[config.mk]
export PLATFORM = sky130hd
export DESIGN_NAME = flash_write_protection
export DESIGN_NICKNAME = d
export VERILOG_FILES = /design/src/inc/fwp_pkg.sv /design/src/hw/fwp_protect_decode.sv /design/src/hw/flash_write_protection.sv
export SDC_FILE = /design/constraint.sdc
export NUM_CORES = 1
export LEC_CHECK = 0
export BUFFER_PORTS_ARGS = -buffer_cell sky130_fd_sc_hd__buf_2
export CAP_MARGIN = 15
export CORE_ASPECT_RATIO = 1.5
export CORE_MARGIN = 2
export CORE_UTILIZATION = 35
export CTS_CLUSTER_SIZE = 40
export DETAILED_ROUTE_END_ITERATION = 8
export SLEW_MARGIN = 25
export SYNTH_ARGS = -nofsm -noshare
export SYNTH_HDL_FRONTEND = slang
export SYNTH_SLANG_ARGS = --single-unit
export TNS_END_PERCENT = 100
[constraint.sdc]
create_clock -name mclk -period 2.5 [get_ports mclk]
set_input_delay 0.125 -clock mclk [delete_from_list [all_inputs] [get_ports mclk]]
set_output_delay 0.125 -clock mclk [all_outputs]
set_load 0.01 [all_outputs]
[src/inc/fwp_pkg.sv]
// Package of constants and types for the flash write protection block.
// How it works
// A program or erase aimed at a block that the protect code marks is refused.
// A full-array erase runs only when all four protect-select bits are zero.
// Protect code 0000/1111 guard nothing, 0001 block 3, 0010 blocks 2-3, 0111/1000 all, 1101 blocks 0-1, 1110 block 0.
// Every protect code without a listed area guards all blocks.
// With status-write-disable set and the protect pin low, a status write is ignored.
// A status write is taken when status-write-disable is clear, or when it is set and the protect pin is high.
// The protect pin guards the protect-select, status-write-disable and quad-enable bits.
// Quad-enable clear keeps the protect and pause pins as controls; set turns them into data lines 2 and 3.
// The host keeps quad-enable clear where the protect or pause pin is tied to the supply.
// The suspend-state register has erase-suspended at bit 1 and program-suspended at bit 2, others zero, read-only.
// A suspend during an erase sets erase-suspended; the resume of that erase clears it.
// A suspend during a program sets program-suspended; the resume of that program clears it.
// Program, erase and status writes are ignored unless the write latch is set.
// Protect-select and status-write-disable change only by a status write and start at zero.
// The write latch clears itself when a write, program or erase completes.
package fwp_pkg;

    // Status register layout
    localparam int STAT_BUSY_BIT  = 0;
    localparam int STAT_LATCH_BIT = 1;
    localparam int STAT_SEL_LSB   = 2;
    localparam int STAT_SEL_MSB   = 5;
    localparam int STAT_QUAD_BIT  = 6;
    localparam int STAT_SWD_BIT   = 7;
    localparam logic [7:0] STAT_RESET = 8'h00;

    // Suspend-state register layout
    localparam int SUSP_ERASE_BIT = 1;
    localparam int SUSP_PROG_BIT  = 2;
    localparam logic [7:0] SUSP_RESET = 8'h00;

    // Array geometry: 64 Kbyte blocks, block index from address bits 17:16
    localparam int ADDR_W      = 24;
    localparam int BLOCK_LSB   = 16;
    localparam int BLOCK_MSB   = 17;
    localparam int BLOCK_COUNT = 4;

    // Protect-select codes with a listed area
    localparam logic [3:0] SEL_NONE_LO  = 4'h0;
    localparam logic [3:0] SEL_TOP1     = 4'h1;
    localparam logic [3:0] SEL_TOP2     = 4'h2;
    localparam logic [3:0] SEL_ALL_LO   = 4'h7;
    localparam logic [3:0] SEL_ALL_HI   = 4'h8;
    localparam logic [3:0] SEL_BOT2     = 4'hD;
    localparam logic [3:0] SEL_BOT1     = 4'hE;
    localparam logic [3:0] SEL_NONE_HI  = 4'hF;

    // Block masks, bit n guards block n
    localparam logic [3:0] MASK_NONE = 4'h0;
    localparam logic [3:0] MASK_TOP1 = 4'h8;
    localparam logic [3:0] MASK_TOP2 = 4'hC;
    localparam logic [3:0] MASK_BOT2 = 4'h3;
    localparam logic [3:0] MASK_BOT1 = 4'h1;
    localparam logic [3:0] MASK_ALL  = 4'hF;

    // Operation handed to the array engine
    typedef enum logic [1:0] {
        FWP_OP_PROGRAM,
        FWP_OP_ERASE,
        FWP_OP_CHIP_ERASE,
        FWP_OP_STATUS
    } fwp_op_t;

    // Write-cycle state
    typedef enum logic [2:0] {
        FWP_IDLE,
        FWP_PROGRAM,
        FWP_ERASE,
        FWP_PROG_SUSP,
        FWP_ERASE_SUSP,
        FWP_STATUS_WR
    } fwp_state_t;

endpackage

[src/hw/fwp_protect_decode.sv]
// Protect-select code to per-block guard mask.
`timescale 1ns/1ps
module fwp_protect_decode (
    input  wire logic [3:0] protectSel,
    output logic      [3:0] blockMask
);

    // Listed codes map to their area, the rest fall back to all blocks
    function automatic logic [3:0] selToMask(input logic [3:0] sel);
        logic [3:0] m;
        m = fwp_pkg::MASK_ALL;
        case (sel)
            // listed areas
            fwp_pkg::SEL_NONE_LO: m = fwp_pkg::MASK_NONE;
            fwp_pkg::SEL_NONE_HI: m = fwp_pkg::MASK_NONE;
            fwp_pkg::SEL_TOP1:    m = fwp_pkg::MASK_TOP1;
            fwp_pkg::SEL_TOP2:    m = fwp_pkg::MASK_TOP2;
            fwp_pkg::SEL_ALL_LO:  m = fwp_pkg::MASK_ALL;
            fwp_pkg::SEL_ALL_HI:  m = fwp_pkg::MASK_ALL;
            fwp_pkg::SEL_BOT2:    m = fwp_pkg::MASK_BOT2;
            fwp_pkg::SEL_BOT1:    m = fwp_pkg::MASK_BOT1;
            // unlisted codes guard all
            default:              m = fwp_pkg::MASK_ALL;
        endcase
        return m;
    endfunction

    // Pure decode, no state
    assign blockMask = selToMask(protectSel);

endmodule

[src/hw/flash_write_protection.sv]
// Write protection, status and suspend-state logic of the serial flash.
`timescale 1ns/1ps
module flash_write_protection (
    input  wire logic                        mclk,
    input  wire logic                        nrst,
    // Decoded instruction strobes, one cycle each
    input  wire logic                        cmdSetLatch,
    input  wire logic                        cmdClearLatch,
    input  wire logic                        cmdStatusWrite,
    input  wire logic [7:0]                  statusWriteData,
    input  wire logic                        cmdProgram,
    input  wire logic                        cmdErase,
    input  wire logic                        cmdFullArrayErase,
    input  wire logic [fwp_pkg::ADDR_W-1:0]  cmdAddr,
    input  wire logic                        cmdSuspend,
    input  wire logic                        cmdResume,
    // Array engine handshake
    input  wire logic                        arrayDone,
    output logic                             arrayStart,
    output logic [1:0]                       arrayOp,
    output logic [fwp_pkg::ADDR_W-1:0]       arrayAddr,
    output logic                             arrayPause,
    // Outcome of each write-type instruction
    output logic                             cmdTaken,
    output logic                             cmdIgnored,
    // Register contents as read out by the serial path
    output logic [7:0]                       statusReg,
    output logic [7:0]                       suspendState,
    // Protect pin / data line 2
    input  wire logic                        dataLine2In,
    output logic                             dataLine2Out,
    output logic                             dataLine2OeN,
    // Pause pin / data line 3
    input  wire logic                        dataLine3In,
    output logic                             dataLine3Out,
    output logic                             dataLine3OeN,
    // Quad data path side
    input  wire logic                        quadDrive,
    input  wire logic [1:0]                  quadDataOut,
    output logic [1:0]                       quadDataIn,
    output logic                             quadMode,
    output logic                             serialPaused
);

    // Non-volatile cells and volatile flags
    logic [3:0]           protectSel_r;
    logic [3:0]           protectSel_nxt;
    logic                 statusWriteDisable_r;
    logic                 statusWriteDisable_nxt;
    logic                 quadEnable_r;
    logic                 quadEnable_nxt;
    logic                 writeLatch_r;
    logic                 writeLatch_nxt;
    logic                 eraseSusp_r;
    logic                 eraseSusp_nxt;
    logic                 progSusp_r;
    logic                 progSusp_nxt;
    logic [7:0]           pendStatus_r;
    logic [7:0]           pendStatus_nxt;

    fwp_pkg::fwp_state_t  state_r;
    fwp_pkg::fwp_state_t  state_nxt;

    // Outputs held in flip-flops
    logic                 arrayStart_nxt;
    logic [1:0]           arrayOp_nxt;
    logic [fwp_pkg::ADDR_W-1:0] arrayAddr_nxt;
    logic                 cmdTaken_nxt;
    logic                 cmdIgnored_nxt;

    // Pin synchronisers, first stage read only by the second
    logic [1:0]           wpMeta_r;
    logic [1:0]           wpSync_r;

    // Decode wires
    logic [3:0]           blockMask;
    logic [1:0]           targetBlock;
    logic                 targetGuarded;
    logic                 anySelSet;
    logic                 protectPinLow;
    logic                 statusLocked;
    logic                 idle;
    logic                 progOk;
    logic                 eraseOk;
    logic                 fullEraseOk;
    logic                 statusOk;
    logic                 writeCmd;
    logic                 opStarts;
    logic                 cycleEnds;

    fwp_protect_decode u_decode (
        .protectSel (protectSel_r),
        .blockMask  (blockMask)
    );

    // Both pins cross in through two flops before any use
    always_ff @(posedge mclk or negedge nrst) begin
        if (!nrst) begin
            wpMeta_r <= 2'h3;
            wpSync_r <= 2'h3;
        end else begin
            wpMeta_r <= {dataLine3In, dataLine2In};
            wpSync_r <= wpMeta_r;
        end
    end

    // pins as controls or as data lines
    assign quadMode     = quadEnable_r;
    assign quadDataIn   = wpSync_r;
    assign dataLine2Out = quadDataOut[0];
    assign dataLine3Out = quadDataOut[1];
    assign dataLine2OeN = ~(quadEnable_r & quadDrive);
    assign dataLine3OeN = ~(quadEnable_r & quadDrive);
    assign serialPaused = ~quadEnable_r & ~wpSync_r[1];

    // A quad part has no protect pin, so it never counts as low
    assign protectPinLow = ~quadEnable_r & ~wpSync_r[0];

    // status register lock
    assign statusLocked  = statusWriteDisable_r & protectPinLow;

    // target block check
    assign targetBlock   = cmdAddr[fwp_pkg::BLOCK_MSB:fwp_pkg::BLOCK_LSB];
    assign targetGuarded = blockMask[targetBlock];
    assign anySelSet     = |protectSel_r;
    assign idle          = (state_r == fwp_pkg::FWP_IDLE);

    // nothing writes without the latch
    assign progOk      = cmdProgram & idle & writeLatch_r & ~targetGuarded;
    assign eraseOk     = cmdErase & idle & writeLatch_r & ~targetGuarded;
    // full-array erase only with all select bits clear
    assign fullEraseOk = cmdFullArrayErase & idle & writeLatch_r & ~anySelSet;
    // status write accepted when unlocked
    assign statusOk    = cmdStatusWrite & idle & writeLatch_r & ~statusLocked;

    assign writeCmd  = cmdProgram | cmdErase | cmdFullArrayErase | cmdStatusWrite;
    assign opStarts  = progOk | eraseOk | fullEraseOk | statusOk;
    // Status writes finish on their own after one cycle
    assign cycleEnds = (state_r == fwp_pkg::FWP_STATUS_WR) ||
                       (arrayDone && (state_r == fwp_pkg::FWP_PROGRAM || state_r == fwp_pkg::FWP_ERASE));

    // Write-cycle sequencing and suspend flags
    always_comb begin
        state_nxt      = state_r;
        eraseSusp_nxt  = eraseSusp_r;
        progSusp_nxt   = progSusp_r;
        pendStatus_nxt = pendStatus_r;
        arrayStart_nxt = 1'b0;
        arrayOp_nxt    = arrayOp;
        arrayAddr_nxt  = arrayAddr;
        case (state_r)
            fwp_pkg::FWP_IDLE: begin
                if (progOk) begin
                    state_nxt      = fwp_pkg::FWP_PROGRAM;
                    arrayStart_nxt = 1'b1;
                    arrayOp_nxt    = fwp_pkg::FWP_OP_PROGRAM;
                    arrayAddr_nxt  = cmdAddr;
                end else if (eraseOk || fullEraseOk) begin
                    state_nxt      = fwp_pkg::FWP_ERASE;
                    arrayStart_nxt = 1'b1;
                    arrayOp_nxt    = eraseOk ? fwp_pkg::FWP_OP_ERASE : fwp_pkg::FWP_OP_CHIP_ERASE;
                    arrayAddr_nxt  = cmdAddr;
                end else if (statusOk) begin
                    state_nxt      = fwp_pkg::FWP_STATUS_WR;
                    arrayOp_nxt    = fwp_pkg::FWP_OP_STATUS;
                    pendStatus_nxt = statusWriteData;
                end
            end
            fwp_pkg::FWP_PROGRAM: begin
                if (arrayDone) begin
                    state_nxt = fwp_pkg::FWP_IDLE;
                end else if (cmdSuspend) begin
                    // program suspended
                    state_nxt    = fwp_pkg::FWP_PROG_SUSP;
                    progSusp_nxt = 1'b1;
                end
            end
            fwp_pkg::FWP_ERASE: begin
                if (arrayDone) begin
                    state_nxt = fwp_pkg::FWP_IDLE;
                end else if (cmdSuspend) begin
                    // erase suspended
                    state_nxt     = fwp_pkg::FWP_ERASE_SUSP;
                    eraseSusp_nxt = 1'b1;
                end
            end
            fwp_pkg::FWP_PROG_SUSP: begin
                if (cmdResume) begin
                    // program resumes
                    state_nxt    = fwp_pkg::FWP_PROGRAM;
                    progSusp_nxt = 1'b0;
                end
            end
            fwp_pkg::FWP_ERASE_SUSP: begin
                if (cmdResume) begin
                    // erase resumes
                    state_nxt     = fwp_pkg::FWP_ERASE;
                    eraseSusp_nxt = 1'b0;
                end
            end
            fwp_pkg::FWP_STATUS_WR: begin
                state_nxt = fwp_pkg::FWP_IDLE;
            end
            default: begin
                state_nxt = fwp_pkg::FWP_IDLE;
            end
        endcase
    end

    // Protection cells change only when a status write commits
    always_comb begin
        protectSel_nxt         = protectSel_r;
        statusWriteDisable_nxt = statusWriteDisable_r;
        quadEnable_nxt         = quadEnable_r;
        if (state_r == fwp_pkg::FWP_STATUS_WR) begin
            // status write alone updates the cells
            protectSel_nxt         = pendStatus_r[fwp_pkg::STAT_SEL_MSB:fwp_pkg::STAT_SEL_LSB];
            statusWriteDisable_nxt = pendStatus_r[fwp_pkg::STAT_SWD_BIT];
            quadEnable_nxt         = pendStatus_r[fwp_pkg::STAT_QUAD_BIT];
        end
    end

    // Write latch: set beats the automatic clear at cycle end
    always_comb begin
        writeLatch_nxt = writeLatch_r;
        // cleared on completion
        if (cycleEnds || cmdClearLatch) begin
            writeLatch_nxt = 1'b0;
        end
        if (cmdSetLatch) begin
            writeLatch_nxt = 1'b1;
        end
    end

    // Outcome pulses; a write while busy or suspended is ignored
    // locked status writes show up as ignored
    assign cmdTaken_nxt   = opStarts;
    assign cmdIgnored_nxt = writeCmd & ~opStarts;

    // State registers
    always_ff @(posedge mclk or negedge nrst) begin
        if (!nrst) begin
            state_r <= fwp_pkg::FWP_IDLE;
            pendStatus_r <= fwp_pkg::STAT_RESET;
        end else begin
            state_r <= state_nxt;
            pendStatus_r <= pendStatus_nxt;
        end
    end

    // Cells start at their factory value of zero
    always_ff @(posedge mclk or negedge nrst) begin
        if (!nrst) begin
            protectSel_r         <= 4'h0;
            statusWriteDisable_r <= 1'b0;
            quadEnable_r         <= 1'b0;
        end else begin
            protectSel_r         <= protectSel_nxt;
            statusWriteDisable_r <= statusWriteDisable_nxt;
            quadEnable_r         <= quadEnable_nxt;
        end
    end

    // Volatile flags clear at reset
    always_ff @(posedge mclk or negedge nrst) begin
        if (!nrst) begin
            writeLatch_r <= 1'b0;
            eraseSusp_r  <= 1'b0;
            progSusp_r   <= 1'b0;
        end else begin
            writeLatch_r <= writeLatch_nxt;
            eraseSusp_r  <= eraseSusp_nxt;
            progSusp_r   <= progSusp_nxt;
        end
    end

    // Registered handshake toward the array engine
    always_ff @(posedge mclk or negedge nrst) begin
        if (!nrst) begin
            arrayStart <= 1'b0;
            arrayOp    <= 2'h0;
            arrayAddr  <= 24'h00_0000;
            cmdTaken   <= 1'b0;
            cmdIgnored <= 1'b0;
        end else begin
            arrayStart <= arrayStart_nxt;
            arrayOp    <= arrayOp_nxt;
            arrayAddr  <= arrayAddr_nxt;
            cmdTaken   <= cmdTaken_nxt;
            cmdIgnored <= cmdIgnored_nxt;
        end
    end

    // Engine holds while either suspend state stands
    assign arrayPause = (state_r == fwp_pkg::FWP_PROG_SUSP) || (state_r == fwp_pkg::FWP_ERASE_SUSP);

    // Read-back images
    always_comb begin
        statusReg = fwp_pkg::STAT_RESET;
        statusReg[fwp_pkg::STAT_BUSY_BIT]  = ~idle;
        statusReg[fwp_pkg::STAT_LATCH_BIT] = writeLatch_r;
        statusReg[fwp_pkg::STAT_SEL_MSB:fwp_pkg::STAT_SEL_LSB] = protectSel_r;
        statusReg[fwp_pkg::STAT_QUAD_BIT]  = quadEnable_r;
        statusReg[fwp_pkg::STAT_SWD_BIT]   = statusWriteDisable_r;
    end

    // reserved bits read zero
    always_comb begin
        suspendState = fwp_pkg::SUSP_RESET;
        suspendState[fwp_pkg::SUSP_ERASE_BIT] = eraseSusp_r;
        suspendState[fwp_pkg::SUSP_PROG_BIT]  = progSusp_r;
    end

endmodule

==> summary by stage <==
Yosys
The synthesized netlist devotes 8.775% of its cell area to compound gates. Summing every instance area after synthesis gives 2338 um2. The synthesized netlist devotes 7.651% of its cell area to simple gates.

Yosys mapped a number of flops with a built-in enable equal to 0. Averaged over all synthesized cells, the footprint is 12.99 um2. Summing the areas of all fa, ha and maj instances in the mapped netlist gives 0% of the synthesized area. The dominant combinational cell family by area after synthesis is multiplexers. The netlist uses 43 different library cells. The number of warnings issued by yosys is 0. The fraction of the yosys area taken by sequential cells is 54.79%.

The synthesis-stage register bit count is 51. Of all flip-flops after synthesis, the portion carrying an async set or reset was 100.0%. Among all flip-flop cells after synthesis, the most frequent one is dfrtp_1.

The xor and xnor area share after synthesis is 0.3745%. The mux contribution to synthesized area is 20.87%. Counting every instance in the synthesized netlist gives 180.

Hold path
In this run the most critical hold path is launched from cmdSetLatch. The end point of the most critical hold path is writeLatch_r$_DFFE_PN0P_. The hold-critical path depth is 2. The kind of path behind the tightest hold check is in2reg.

STA
The ratio of final minimum period to clock period is 85.00%. Setup violations remaining at the end of the flow were counted as 0. The clock period minus final worst setup slack is 2.125 ns.

Setup repair after global routing left no endpoint under its margin. The worst-case clock skew is 0.01113 ns. The total negative slack is 0 ns. The headroom to the max-slew limit is 57.34%. Timing would allow up to 0.4706 GHz.

The number of pins exceeding their max-slew limit in the final report came to 0. The slew at the pin with the worst max-slew slack is 0.6399 ns. The final hold violation count came to 0.

Worst setup path
The worst endpoint required time is 2.68 ns. The maximum net fanout on the critical path is 25. The endpoint identified for the worst register-to-register timing path is arrayAddr[23]$_DFFE_PN0P_. The signal on the critical path passes through o311ai_1 -> o2bb2ai_1 -> a21o_4 -> nand2_4 -> mux2_1. The startpoint identified for the worst register-to-register timing path is protectSel_r[0]$_DFFE_PN0P_. The worst register-to-register path has a setup slack of 0.37 ns. The worst setup path is captured at a flip-flop. STA classifies the critical path startpoint as a flip-flop. The cell with the largest stage delay on the worst path is dfrtp_1. At the worst endpoint, the arrival time is 2.31 ns. The critical path is of the reg2reg type. The depth of the most critical reg-to-reg path is 5. The longest individual stage delay on the worst path is 0.45 ns.

Global routing
The global-route total usage across every layer is 12.98%. The number of global-route vias before repair is 1662. The leftover overflow at the end of global routing is 0.

The pin count of the biggest net entering global routing is 52. The first-pass GRT wire length is 7.603 mm. The initial antenna violation count is 0.

Status
The run finished with clean final reports.

Drt
Before antenna repair, the detailed router went through 4 iterations. The total wirelength of the detailed-routed design is 4.703 mm. The post-detailed-route count of antenna-violating nets is 0. The via-per-instance ratio is 4.770. The detailed-route DRC error count is 0. The total via count after detailed routing is 1641.

The first-iteration detailed-routing DRC count is 31. After detailed routing, the average wire length per cell comes to 13.67 um.

Clocking
For this design, the CTS-stage hold fixing added 3 buffers. The number of setup buffers added after CTS is 0. After clock tree synthesis, the clock-pin slew on the worst setup and hold paths is 0.09 ns. The TritonCTS clock tree is yes. Clock tree synthesis inserted a total of 5 buffers. The root buffer cell is clkbuf_8.

The clock passes through at most 2 buffers. The insertion delay of the later-clocked pin in the worst-skew pair is 0.30 ns. The number of clock sinks seen by CTS is 51. Gates resized during post-CTS repair numbered 0.

In this run the number of H-tree levels came out at 2.

Placement
At the end of routability-driven placement, the weighted congestion stood at 0.7382. The HPWL after detailed placement is 3.434 mm. The count of port buffers added during placement is 89.

Floorplanning
102 I/O pins were placed. In this run the standard cell core region covers 6486 um2. The chip height is 104.1 um. The initial core utilization is 36.05%. Measured along the x axis, the die boundary spans 70.74 um. The floorplan step defined a die boundary enclosing 7365 um2. In this run the core area contains 36 standard-cell rows.

Power and ir drop
The highest ir drop seen on vdd is 0.5329 mV. In this run, the clock network consumes 13.2% of the power. The switching power summed over all nets is 1.232 mW. The share of total power dissipated in combinational logic is 45.9%. The leakage power summed over all cells is 1.481 nW.

The fraction of power spent switching nets is 35.52%. The power per unit of standard cell area is 1200 nW/um2. The internal power summed over all cells is 2.237 mW.

The fraction of power consumed by sequential logic is 40.9%.

Final layout
The net count of the finished layout is 315. Cells with a size suffix above 1 make up 48.88% of the layout. The number of filler cells placed in the layout is 621. The synthesis-to-layout area growth is 23.65%. The multi-input combinational cells in the finished layout cover a total of 903.4 um2.

The sequential standard cell area is 1281 um2. 0 antenna diodes ended up in the layout. At the end of the flow the core is filled with cells to 44.58%.

Run
The number of maximum-capacitance constraint violations is 0.
[state kept, by name, summed over array words and instances (netlist names)]
| signal | count |
|---|---|
| statusWriteDisable_r | 1 |
| wpMeta_r | 2 |
| arrayStart | 1 |
| pendStatus_r | 6 |
| progSusp_r | 1 |
| arrayAddr | 24 |
| eraseSusp_r | 1 |
| quadDataIn | 2 |
| arrayOp | 2 |
| state_r | 3 |
| cmdTaken | 1 |
| cmdIgnored | 1 |
| quadMode | 1 |
| protectSel_r | 4 |
| writeLatch_r | 1 |
[cells in the mapped netlist (3+ instances only)]
cell / number / share of area (%)
inv_1: 7 / 1.1
o21ai_0: 4 / 0.86
nor2_1: 7 / 1.1
dfstp_2: 4 / 4.5
nor3b_1: 3 / 0.96
a21oi_1: 5 / 1.1
mux2_4: 19 / 12
mux2_1: 13 / 6.3
clkbuf_1: 4 / 0.64
nor3_1: 3 / 0.64
and2_1: 3 / 0.80
nand2_1: 9 / 1.4
o21ai_1: 3 / 0.64
dfrtp_1: 47 / 50
buf_4: 14 / 4.5
mux2_2: 5 / 2.4
[power by group through the flow]
stage | sequential (mW) | combinational (mW) | clock, mW
floorplan | 1.52 | 1.04 | 0
global placement | 1.42 | 1.59 | 0
detailed placement | 1.43 | 1.62 | 0
CTS | 1.43 | 1.62 | 0.482
global route | 1.48 | 1.74 | 0.508
finish | 1.42 | 1.59 | 0.457
[worst max path at each step]
stage / slack, ns / endpoint / start
after floorplan: 0.65 / arrayAddr[10]$_DFFE_PN0P_ / protectSel_r[0]$_DFFE_PN0P_
after global placement: 0.42 / arrayAddr[23]$_DFFE_PN0P_ / protectSel_r[0]$_DFFE_PN0P_
after detailed placement: 0.36 / arrayAddr[23]$_DFFE_PN0P_ / protectSel_r[0]$_DFFE_PN0P_
after CTS: 0.35 / arrayAddr[23]$_DFFE_PN0P_ / protectSel_r[0]$_DFFE_PN0P_
after global routing: 0.27 / arrayAddr[23]$_DFFE_PN0P_ / protectSel_r[0]$_DFFE_PN0P_
final: 0.37 / arrayAddr[23]$_DFFE_PN0P_ / protectSel_r[0]$_DFFE_PN0P_
[through the flow]
step	instance area (um2)	hold WS (ns)	std cells	total power [mW]	setup WS [ns]
after floorplan	2357	-0.1706	185	2.560	0.6456
after global routing	2892	0.02318	344	3.721	0.2657
after global placement	2778	0.2320	333	3.012	0.4244
final	2892	0.01650	344	3.470	0.3750
after CTS	2892	0.008430	344	3.532	0.3519
after detailed placement	2778	0.2314	333	3.052	0.3641
[critical path, delay by kind of cell (launching register included)]
kind / cells / cell delay [ns]
simple gates: 1 / 0.34
flops: 1 / 0.45
mux: 1 / 0.38
compound gates: 3 / 0.82
[placed cells by master (no fill, tap or decap), types with 2 or more instances in the layout]
master and instances:
inv_1 7, and2_1 3, dfrtp_1 47, dfstp_2 4, o21ai_1 3, nand2_1 9, mux2_4 19, buf_2 89
nor3_1 3, a21oi_1 5, dlygate4sd3_1 3, nor2b_1 2, conb_1 6, mux2_2 5, clkbuf_8 5, clkbuf_1 2
a31oi_1 2, nor3b_1 3, nor2_1 7, o21ai_0 4, mux2_1 13, buf_4 3
[routing by layer]
layer,vias up,share of wire [%],GRT usage (%)
met5,-,0,0
met4,0,1.4,4.043
met3,5,5.1,2.907
met2,55,55,23.83
met1,800,39,14.54
li1,781,-,-
[final cells by class]
class | instances | share of cell area, %
Sequential cell | 51 | 44.31
Multi-Input combinational cell | 106 | 31.24
Timing Repair Buffer | 95 | 17.22
Tap cell | 76 | 3.289
Clock buffer | 7 | 2.640
Inverter | 8 | 1.039
Clock inverter | 1 | 0.2596
[logic make-up (layout without fill, tap and decap cells)]
family	Yosys count	after routing
muxes	37	37
and+or+nand+nor	33	33
other	1	6
buffers and inverters	28	111
AOI/OAI and AO/OA	29	29
xor gates and xnor gates	1	1
DFF	51	51
No activity file was read; power rests on OpenSTA's default activity.
